## src/ccr_pkg.sv

```systemverilog
// Constants for the converter configuration register bank.
// Assumes an 8-bit register address and 16-bit register data.
package ccr_pkg;

  // ****************************************************************
  // Widths
  // ****************************************************************
  localparam int unsigned CCR_ADDR_W = 8;
  localparam int unsigned CCR_DATA_W = 16;
  localparam int unsigned CCR_LANES = 16;
  localparam int unsigned CCR_PE_W = 3;

  // ****************************************************************
  // Register offsets
  // ****************************************************************
  localparam logic [7:0] CCR_RANGE_B_OFS = 8'h32;
  localparam logic [7:0] CCR_REF_SRC_OFS = 8'h38;
  localparam logic [7:0] CCR_STAMP_OFS = 8'h3B;
  localparam logic [7:0] CCR_EMPH_OFS = 8'h48;
  localparam logic [7:0] CCR_ROUTE_OFS = 8'h60;
  localparam logic [7:0] CCR_STATUS_OFS = 8'h70;

  // ****************************************************************
  // Reset values
  // ****************************************************************
  localparam logic [15:0] CCR_RANGE_B_RST = 16'hA000;
  localparam logic [7:0] CCR_REF_SRC_RST = 8'h00;
  localparam logic [7:0] CCR_STAMP_RST = 8'h00;
  localparam logic [7:0] CCR_EMPH_RST = 8'h00;
  localparam logic [7:0] CCR_ROUTE_RST = 8'h01;

  // ****************************************************************
  // Field positions
  // ****************************************************************
  localparam int unsigned CCR_REF_BYPASS_BIT = 0;
  localparam int unsigned CCR_STAMP_RECV_BIT = 0;
  localparam int unsigned CCR_STAMP_PECL_BIT = 1;
  localparam int unsigned CCR_PE_LSB = 0;
  localparam int unsigned CCR_PE_BOOST_BIT = 3;
  localparam int unsigned CCR_SWAP_BIT = 4;
  localparam int unsigned CCR_SINGLE_LSB = 0;
  localparam int unsigned CCR_STAT_PEND_BIT = 0;
  localparam int unsigned CCR_STAT_ASRC_BIT = 1;
  localparam int unsigned CCR_STAT_BSRC_BIT = 2;
  localparam int unsigned CCR_STAT_BON_BIT = 3;

  // ****************************************************************
  // Single-channel input selector codes
  // ****************************************************************
  typedef enum logic [1:0] {
    CCR_SEL_RESERVED = 2'h0,
    CCR_SEL_INPUT_A = 2'h1,
    CCR_SEL_INPUT_B = 2'h2,
    CCR_SEL_BOTH = 2'h3
  } ccr_single_sel_t;

  // Source encoding for a channel
  localparam logic CCR_SRC_A = 1'b0;
  localparam logic CCR_SRC_B = 1'b1;

endpackage

```

## src/ccr_lane_emphasis.sv

```systemverilog
// One serializer lane's registered pre-emphasis setting.
// Assumes level and boost come from the shared global register.
`timescale 1ns/1ps
module ccr_lane_emphasis
  import ccr_pkg::*;
(
  // Clock and reset
  input wire logic clock,
  input wire logic reset_n,
  // Shared setting
  input wire logic [CCR_PE_W-1:0] level,
  input wire logic boost,
  // Lane setting, boost on top
  output logic [CCR_PE_W:0] lane_setting
);

  // Every lane copies the same global value; no per-lane field exists
  always_ff @(posedge clock or negedge reset_n)
  begin
    if (!reset_n)
    begin
      lane_setting <= '0;
    end
    else
    begin
      lane_setting <= {boost, level}; // RULE_06
    end
  end

endmodule

```

## src/ccr_config_regs.sv

```systemverilog
// Converter configuration register bank: range, reference, timestamp,
// serializer emphasis and input routing controls.
// Assumes a plain register port with one-cycle strobes and read data
// returned in the following cycle; link mode and calibration enable
// arrive as synchronous levels from the rest of the converter.
// Calibration itself and the converter core live elsewhere;
// this bank only holds settings and gates routing changes.
//
// How it works
// RULE_01 - 16-bit input B range code, read/write, resets to 0xA000.
// RULE_02 - Software keeps range code within 0x2000..0xFFFF; lower still accepted.
// RULE_03 - Reference bypass bit selects 1.1 V supply as reference.
// RULE_04 - Timestamp receiver enabled only while its bit is set, default off.
// RULE_05 - Second timestamp bit puts receiver into low-voltage PECL mode.
// RULE_06 - One 3-bit emphasis value drives all sixteen lanes alike.
// RULE_07 - Boost bit raises and lengthens emphasis beyond the level.
// RULE_08 - Dual mode: swap bit clear routes straight, set swaps inputs.
// RULE_09 - Swap bit ignored while link mode is single-channel.
// RULE_10 - Single mode selector: 1 A, 2 B, 3 both; 0 reserved.
// RULE_11 - Single selector ignored while link mode is dual-channel.
// RULE_12 - New routing takes effect only when calibration is started.
// RULE_13 - Software starts calibration by raising calibration enable.
// RULE_14 - Reserved bits store written values with no effect; changed reserved routing bits still set routing_pending.
`timescale 1ns/1ps
module ccr_config_regs
  import ccr_pkg::*;
(
  // Clock and reset
  input wire logic clock,
  input wire logic reset_n,
  // Register port
  input wire logic [CCR_ADDR_W-1:0] reg_addr,
  input wire logic [CCR_DATA_W-1:0] reg_wdata,
  input wire logic reg_write,
  input wire logic reg_read,
  output logic [CCR_DATA_W-1:0] reg_rdata,
  // Converter context
  input wire logic link_mode_single,
  input wire logic calibration_enable,
  // Analog controls
  output logic [15:0] channel_b_range_code,
  output logic reference_bypass_bit,
  output logic stamp_input_receiver_on,
  output logic stamp_input_pecl_select,
  // Serializer lane settings, 4 bits per lane, boost in the top bit
  output logic [CCR_LANES*(CCR_PE_W+1)-1:0] lane_emphasis_setting,
  // Applied input routing
  output logic channel_a_source,
  output logic channel_b_source,
  output logic channel_b_sampling,
  output logic routing_pending
);

  // ****************************************************************
  // Storage
  // ****************************************************************
  logic [15:0] range_b_reg;
  logic [7:0] ref_src_reg;
  logic [7:0] stamp_reg;
  logic [7:0] emph_reg;
  logic [7:0] route_reg;
  logic [7:0] route_applied_reg;
  logic cal_enable_prev_reg;
  logic cal_start;
  logic route_change;
  logic [CCR_PE_W-1:0] lane_emphasis_level;
  logic lane_emphasis_extra;
  logic [1:0] single_sel;
  logic swap_sel;
  logic a_src_next;
  logic b_src_next;
  logic b_on_next;
  logic [CCR_DATA_W-1:0] rdata_next;

  // Write decode helpers
  logic wr_range;
  logic wr_ref;
  logic wr_stamp;
  logic wr_emph;
  logic wr_route;

  // Exact decode; unmapped offsets match nothing, so stray
  // writes fall away without side effects
  assign wr_range = reg_write && (reg_addr == CCR_RANGE_B_OFS);
  assign wr_ref = reg_write && (reg_addr == CCR_REF_SRC_OFS);
  assign wr_stamp = reg_write && (reg_addr == CCR_STAMP_OFS);
  assign wr_emph = reg_write && (reg_addr == CCR_EMPH_OFS);
  assign wr_route = reg_write && (reg_addr == CCR_ROUTE_OFS);

  // ****************************************************************
  // Software-written registers
  // ****************************************************************

  // Range code; any value is accepted, range is software's job
  // Codes under the recommended floor are kept, not clamped
  always_ff @(posedge clock or negedge reset_n)
  begin
    if (!reset_n)
    begin
      range_b_reg <= CCR_RANGE_B_RST; // RULE_01
    end
    else if (wr_range)
    begin
      range_b_reg <= reg_wdata; // RULE_01
    end
  end

  // Byte registers keep reserved bits as written
  // Upper write byte is ignored by these 8-bit registers
  always_ff @(posedge clock or negedge reset_n)
  begin
    if (!reset_n)
    begin
      ref_src_reg <= CCR_REF_SRC_RST;
      stamp_reg <= CCR_STAMP_RST; // RULE_04
      emph_reg <= CCR_EMPH_RST;
      route_reg <= CCR_ROUTE_RST;
    end
    else
    begin
      if (wr_ref)
      begin
        ref_src_reg <= reg_wdata[7:0]; // RULE_14
      end
      if (wr_stamp)
      begin
        stamp_reg <= reg_wdata[7:0]; // RULE_14
      end
      if (wr_emph)
      begin
        emph_reg <= reg_wdata[7:0]; // RULE_14
      end
      if (wr_route)
      begin
        route_reg <= reg_wdata[7:0]; // RULE_14
      end
    end
  end

  // ****************************************************************
  // Analog control outputs
  // ****************************************************************

  // Registered copies so outputs come straight from flops
  // One cycle of lag traded for clean flop-driven pins
  always_ff @(posedge clock or negedge reset_n)
  begin
    if (!reset_n)
    begin
      channel_b_range_code <= CCR_RANGE_B_RST;
      reference_bypass_bit <= CCR_REF_SRC_RST[CCR_REF_BYPASS_BIT];
      stamp_input_receiver_on <= CCR_STAMP_RST[CCR_STAMP_RECV_BIT]; // RULE_04
      stamp_input_pecl_select <= CCR_STAMP_RST[CCR_STAMP_PECL_BIT];
    end
    else
    begin
      channel_b_range_code <= range_b_reg; // RULE_01
      reference_bypass_bit <= ref_src_reg[CCR_REF_BYPASS_BIT]; // RULE_03
      stamp_input_receiver_on <= stamp_reg[CCR_STAMP_RECV_BIT]; // RULE_04
      stamp_input_pecl_select <= stamp_reg[CCR_STAMP_PECL_BIT]; // RULE_05
    end
  end

  // ****************************************************************
  // Serializer emphasis, one global value fanned to all lanes
  // ****************************************************************
  // Limitation: no lane can be trimmed on its own
  assign lane_emphasis_level = emph_reg[CCR_PE_LSB +: CCR_PE_W];
  assign lane_emphasis_extra = emph_reg[CCR_PE_BOOST_BIT]; // RULE_07

  genvar lane;
  generate
    for (lane = 0; lane < CCR_LANES; lane = lane + 1)
    begin : g_lane
      ccr_lane_emphasis u_lane (
        .clock(clock),
        .reset_n(reset_n),
        .level(lane_emphasis_level),
        .boost(lane_emphasis_extra),
        .lane_setting(
          lane_emphasis_setting[lane*(CCR_PE_W+1) +: (CCR_PE_W+1)])
      ); // RULE_06
    end
  endgenerate

  // ****************************************************************
  // Calibration start detect and routing hold-off
  // ****************************************************************

  // Rising edge of calibration enable marks a calibration run
  // Reset high: a level already high at release is no start
  always_ff @(posedge clock or negedge reset_n)
  begin
    if (!reset_n)
    begin
      cal_enable_prev_reg <= 1'b1;
    end
    else
    begin
      cal_enable_prev_reg <= calibration_enable;
    end
  end

  assign cal_start = calibration_enable && !cal_enable_prev_reg; // RULE_13

  // Rewriting the stored value is no change and raises nothing
  assign route_change = wr_route && (reg_wdata[7:0] != route_reg);

  // Routing copy only refreshed by a calibration start
  always_ff @(posedge clock or negedge reset_n)
  begin
    if (!reset_n)
    begin
      route_applied_reg <= CCR_ROUTE_RST;
    end
    else if (cal_start)
    begin
      route_applied_reg <= route_reg; // RULE_12
    end
  end

  // Pending flag; a change in the start cycle stays pending (set wins)
  // Cleared by a calibration start only
  always_ff @(posedge clock or negedge reset_n)
  begin
    if (!reset_n)
    begin
      routing_pending <= 1'b0;
    end
    else if (route_change)
    begin
      routing_pending <= 1'b1; // RULE_12
    end
    else if (cal_start)
    begin
      routing_pending <= 1'b0; // RULE_12
    end
  end

  // ****************************************************************
  // Channel routing from the applied selection
  // ****************************************************************
  assign single_sel = route_applied_reg[CCR_SINGLE_LSB +: 2];
  assign swap_sel = route_applied_reg[CCR_SWAP_BIT];

  // Selector only in single mode, swap only in dual mode
  always_comb
  begin
    a_src_next = CCR_SRC_A;
    b_src_next = CCR_SRC_B;
    b_on_next = 1'b1;
    if (link_mode_single)
    begin
      // Reserved code 0 falls back to input A, the safe default
      unique case (single_sel)
        CCR_SEL_INPUT_B:
        begin
          a_src_next = CCR_SRC_B; // RULE_10
          b_on_next = 1'b0;
        end
        CCR_SEL_BOTH:
        begin
          a_src_next = CCR_SRC_A; // RULE_10
          b_src_next = CCR_SRC_B;
        end
        CCR_SEL_INPUT_A, CCR_SEL_RESERVED:
        begin
          a_src_next = CCR_SRC_A; // RULE_10
          b_on_next = 1'b0;
        end
      endcase
      // Swap bit has no say here
    end
    else
    begin
      // Selector has no say here
      a_src_next = swap_sel ? CCR_SRC_B : CCR_SRC_A; // RULE_08 RULE_11
      b_src_next = swap_sel ? CCR_SRC_A : CCR_SRC_B; // RULE_08
    end
  end

  // Routing outputs; swap ignored in single mode by the branch above
  always_ff @(posedge clock or negedge reset_n)
  begin
    if (!reset_n)
    begin
      channel_a_source <= CCR_SRC_A;
      channel_b_source <= CCR_SRC_B;
      channel_b_sampling <= 1'b1;
    end
    else
    begin
      channel_a_source <= a_src_next; // RULE_09
      channel_b_source <= b_src_next; // RULE_09
      channel_b_sampling <= b_on_next;
    end
  end

  // ****************************************************************
  // Read path
  // ****************************************************************

  // Unmapped addresses read as zero
  // Status mirrors the routing flops, so it lags by one cycle
  always_comb
  begin
    rdata_next = '0;
    unique case (reg_addr)
      CCR_RANGE_B_OFS: rdata_next = range_b_reg;
      CCR_REF_SRC_OFS: rdata_next[7:0] = ref_src_reg;
      CCR_STAMP_OFS: rdata_next[7:0] = stamp_reg;
      CCR_EMPH_OFS: rdata_next[7:0] = emph_reg;
      CCR_ROUTE_OFS: rdata_next[7:0] = route_reg;
      CCR_STATUS_OFS:
      begin
        rdata_next[CCR_STAT_PEND_BIT] = routing_pending;
        rdata_next[CCR_STAT_ASRC_BIT] = channel_a_source;
        rdata_next[CCR_STAT_BSRC_BIT] = channel_b_source;
        rdata_next[CCR_STAT_BON_BIT] = channel_b_sampling;
      end
      default: rdata_next = '0;
    endcase
  end

  // Data stands only in the cycle after the read strobe
  // Zero outside the read slot keeps the bus quiet
  always_ff @(posedge clock or negedge reset_n)
  begin
    if (!reset_n)
    begin
      reg_rdata <= '0;
    end
    else if (reg_read)
    begin
      reg_rdata <= rdata_next;
    end
    else
    begin
      reg_rdata <= '0;
    end
  end

endmodule

```

## config.mk

```make
export PLATFORM = sky130hd
export DESIGN_NAME = ccr_config_regs
export DESIGN_NICKNAME = d
export VERILOG_FILES = /design/src/ccr_pkg.sv /design/src/ccr_lane_emphasis.sv /design/src/ccr_config_regs.sv
export SDC_FILE = /design/constraint.sdc
export NUM_CORES = 1
export LEC_CHECK = 0
export BUFFER_PORTS_ARGS = -buffer_cell sky130_fd_sc_hd__buf_2
export CAP_MARGIN = 0
export CORE_UTILIZATION = 48
export CTS_CLUSTER_SIZE = 40
export DETAILED_ROUTE_END_ITERATION = 7
export GPL_TIMING_DRIVEN = 0
export PLACE_DENSITY = 0.76
export SYNTH_ARGS = -nofsm -noshare
export SYNTH_HDL_FRONTEND = slang
export SYNTH_SLANG_ARGS = --single-unit
```

## constraint.sdc

```tcl
create_clock -name clock -period 1.3 [get_ports clock]
set_input_delay 0.26 -clock clock [delete_from_list [all_inputs] [get_ports clock]]
set_output_delay 0.26 -clock clock [all_outputs]
set_load 0.1 [all_outputs]
```

Word-level counts from Yosys, hierarchy flattened:

Cells that the tools add are included.

* memories: 0
* latch bits: 0
* bits in writable memories: 0
* ROM bits: 0
* input bits: 30
* bits in registers: 97
* logic and storage cells: 52

* multiplexer cells: 13
* divide/modulo/power cells: 0
* bitwise gates (word level): 0
* $lt $le $gt $ge: 0
* multipliers: 0
* add/subtract/negate cells: 0
* eq/ne operators: 10
* shift-type cells: 0
* reductions and logical operators: 12

Operators by type and width (count)
* $eq 8x6->1 const B: 3
* $eq 8x7->1 const B: 3
* $pmux 4 s6: 1
* $pmux 4 s5: 1
* $mux 16: 1
* $mux 1: 8
* $mux 8: 1
* $ne 8x8->1: 1
* $logic_and 1x1->1: 7
* $reduce_or 3->1: 2
* $eq 2x2->1 const B: 2
* $eq 2x1->1 const B: 1
* $logic_not 2->1: 1
* $pmux 1 s2: 1
* $reduce_bool 2->1: 1
* $logic_not 1->1: 1

Longest topological paths before layout:

* depth after elaboration: 4
* mapped depth: 6
* mapped depth without buffers: 4

By module:

From an unflattened synthesis, not the netlist that was laid out.

* cell total of the unflattened synthesis: 327
* area, all modules: 5340.1 sq um

Modules (own cells, without submodules)
* ccr_config_regs: area each 3738.6 sq um, instances 1, cells an instance 263, seq. area each 2288.4 sq um
* ccr_lane_emphasis: area each 100.1 sq um, instances 16, cells an instance 4, seq. area each 100.1 sq um

Worst setup path after synthesis:

Ideal clock, no wire load.

* path kind: reg2out
* start point: register g_lane[15].u_lane.lane_setting[2] (netlist name)
* end point: output port lane_emphasis_setting[10]
* data required time: 1.040 ns
* buffers on the path: 1
* setup slack: -0.516 ns
* cell stages (with the launch flop): 2
* arrival time: 1.556 ns
* cell sequence: dfrtp_1 buf_4

RTL lines
* to (decl): RTL line ccr_config_regs.sv:46 `output logic [CCR_LANES*(CCR_PE_W+1)-1:0] lane_emphasis_setting,`

==> flow_summary.toml <==
[detailed_routing]
routed_wl_um = 16000
firstDrtPassIters = 8
postRouteAntennaNets = 0
drtIter0Drc = 332
drc = 0
wire_per_inst_um = 27.0
vias = 3436
via_per_inst = 5.82

[run]
maxCapViolCount = 0

[sta]
rsz0062_at_grt = "yes"
holdWs_ns = 0.0340
fin_crit_ns = 1.63
worstMarginPinSlew_ns = 0.613
finClkSkew_ns = 0.0231
setup_viol = 102
hold_viol = 0
max-slew-margin-rel_pct = 59.1
fin_crit_sh_pct = 125
maxClockFrequency_mhz = 614
setup_ws_ns = -0.327
slew_violations = 0

[floorplanning]
fp.dieW_um = 95.5
die_area_mm2 = 0.00913
ios = 133
start_util_pct = 50.4
rows = 33
die_h_um = 95.5
core_mm2 = 0.00834

[final_layout]
mostFrequentLayoutCell = "dfrtp_1"
fin_cells = 590
final_cell_mix = "dfrtp_1 (82), buf_12 (71), buf_6 (61), buf_4 (53), mux2_2 (42)"
regArea_mm2 = 0.00240
layout.nets = 509
drive_above_1_share_pct = 66.3
fill_cells = 338
multi_input_area_mm2 = 0.00146
syn_to_final_growth_pct = 66.8

[clocking]
clk_path_buf_depth = 2
ctsHtreeMaxLevel = 3
cts.sinks = 95
clockRootBuffer = "clkbuf_8"
cts_tree = "built"
clk_latency_ns = 0.39
cts_buffers = 9
cts.clk_slew.worst_paths_ns = 0.11

[logic_synthesis]
syn_nets = 346
synth_edf_count = 0
async_flop_share_pct = 100
ys_ff_latch = 95
syn_avg_cell_area_um2 = 13.3
synth-main-ff-cell = "dfrtp_1"
synth_seq_area_share_pct = 56.9
synthCells = 316
yosys_warnings = 0
synthesis.area_mm2 = 0.00420
synth_cell_types = 35

[setup_path]
crit_arrival_ns = 1.37
crit_path_max_fanout = 8
start_kind = "flop"
worstSetupPathType = "flop to output port"
worstSetupEndpointType = "output port"
cp.required_ns = 1.04

[global_routing]
grt_pass1_vias = 3319
grt_max_degree = 67
grt_pass1_wl_um = 19700
grt_usage_pct = 30.4
antenna_found_initial = 1
overflow = 0

[place]
dpl.cell_count = 551
io_buffers = 129
dpl.hpwl_um = 6360
place.gp.congestion = 0.853

[power_and_ir_drop]
vdd_drop_max_mv = 0.692
p_leak_nw = 3.30
power_density_mw_per_mm2 = 1060

[status]
violations = "setup timing"
outcome = "finished with violations"

[worst_hold_path]
hold_path_class = "primary input to flop"
==> final cells by class <==
cell class / instances / area share [%]
Sequential cell: 95 / 34.3
Timing Repair Buffer: 154 / 30.2
Multi-Input combinational cell: 152 / 20.9
Buffer: 66 / 9.82
Clock buffer: 10 / 1.96
Tap cell: 105 / 1.87
Clock inverter: 6 / 0.821
Inverter: 1 / 0.0536
Antenna cell: 1 / 0.0357
==> synth_stat cells, drive strengths merged, types with 2 or more instances <==
library cell	number	area share [%]
buf	65	11
nor4b	3	1.3
and4bb	2	0.60
nand4	2	0.30
a22o	4	0.83
o21a	4	0.71
and2	10	1.5
mux2i	4	0.95
nor3	4	0.48
nor2	7	0.63
xnor2	8	1.7
o22ai	4	0.60
o21ai	3	0.36
dfstp	9	5.6
dfrtp	86	51
nand2	10	0.89
clkbuf	3	0.27
or3	2	0.30
a2bb2oi	4	0.83
nand2b	3	0.45
a22oi	16	2.9
nand3b	2	0.36
mux2	51	14
nand3	3	0.48
==> power by group <==
group	internal (mW)	switching [mW]	total, mW
Combinational	0.796	1.40	2.20
Clock	0.797	1.21	2.01
Sequential	3.08	0.114	3.20
Total	4.68	2.73	7.41
==> routing by layer <==
| layer | routed length (um) | global-route usage (%) | vias to the layer above |
|---|---|---|---|
| met4 | 982 | 13.4 | 0 |
| met1 | 5800 | 36.6 | 1724 |
| met3 | 1300 | 5.98 | 77 |
| met5 | 0 | 0 | - |
| li1 | - | - | 1378 |
| met2 | 7870 | 52.9 | 257 |
==> kinds of logic (layout without fill, tap and decap cells) <==
logic type                Yosys count  in the layout  synth area share [%]
and+or+nand+nor                    53             53                  8.61
muxes                              55             55                  14.6
buffers and inverters              69            237                  11.8
other                               0              1                     0
DFF                                95             95                  56.9
AOI/OAI and AO/OA                  36             36                  6.40
xor gates and xnor gates            8              8                  1.67
==> metrics by stage <==
| step | worst slack, ns | power (mW) | util [%] | instance area [um2] | setup TNS, ns |
|---|---|---|---|---|---|
| final | -0.327 | 7.41 | 84.0 | 7010 | -21.47 |
| after global routing | -0.337 | 7.58 | 84.0 | 7010 | -23.35 |
| after CTS | -0.279 | 7.14 | 79.7 | 6650 | -17.07 |
| after detailed placement | -0.764 | 4.78 | 60.8 | 5070 | -26.02 |
| after global placement | -1.13 | 4.75 | 60.4 | 5040 | -101.40 |
| after floorplan | -0.419 | 4.47 | - | 4260 | -7.62 |
==> worst paths after layout <==
check / startpoint / to / slack, ns / cells past startpoint
setup reg to reg: route_reg[3] / routing_pending / -0.18 / 4
max in group asynchronous: reset_n / channel_b_range_code[15] / 0.30 / 3
setup / recovery: g_lane[15].u_lane.lane_setting[3] / lane_emphasis_setting[27] / -0.33 / 3
hold / removal: link_mode_single / channel_b_sampling / 0.03 / 2
hold reg to reg: range_b_reg[13] / channel_b_range_code[13] / 0.39 / 0
min in group asynchronous: reset_n / range_b_reg[6] / 0.33 / 2
==> repair_timing <==
| action | CTS | global route |
|---|---|---|
| pin swaps | 3 | 5 |
| buffers inserted | 11 | 10 |
| gates resized for setup | 349 | 64 |
| gates cloned | 0 | 1 |
| hold buffers | 2 | 0 |
| hold endpoints to repair | 25 | 0 |
| endpoints found under the setup margin | 126 | 130 |
==> critical path, cell delays in order, from the launching register on <==
cell and delay (ns):
dfrtp_4 0.53, buf_12 0.16, buf_6 0.13, buf_12 0.16
Power figures use the tool's default switching activity.
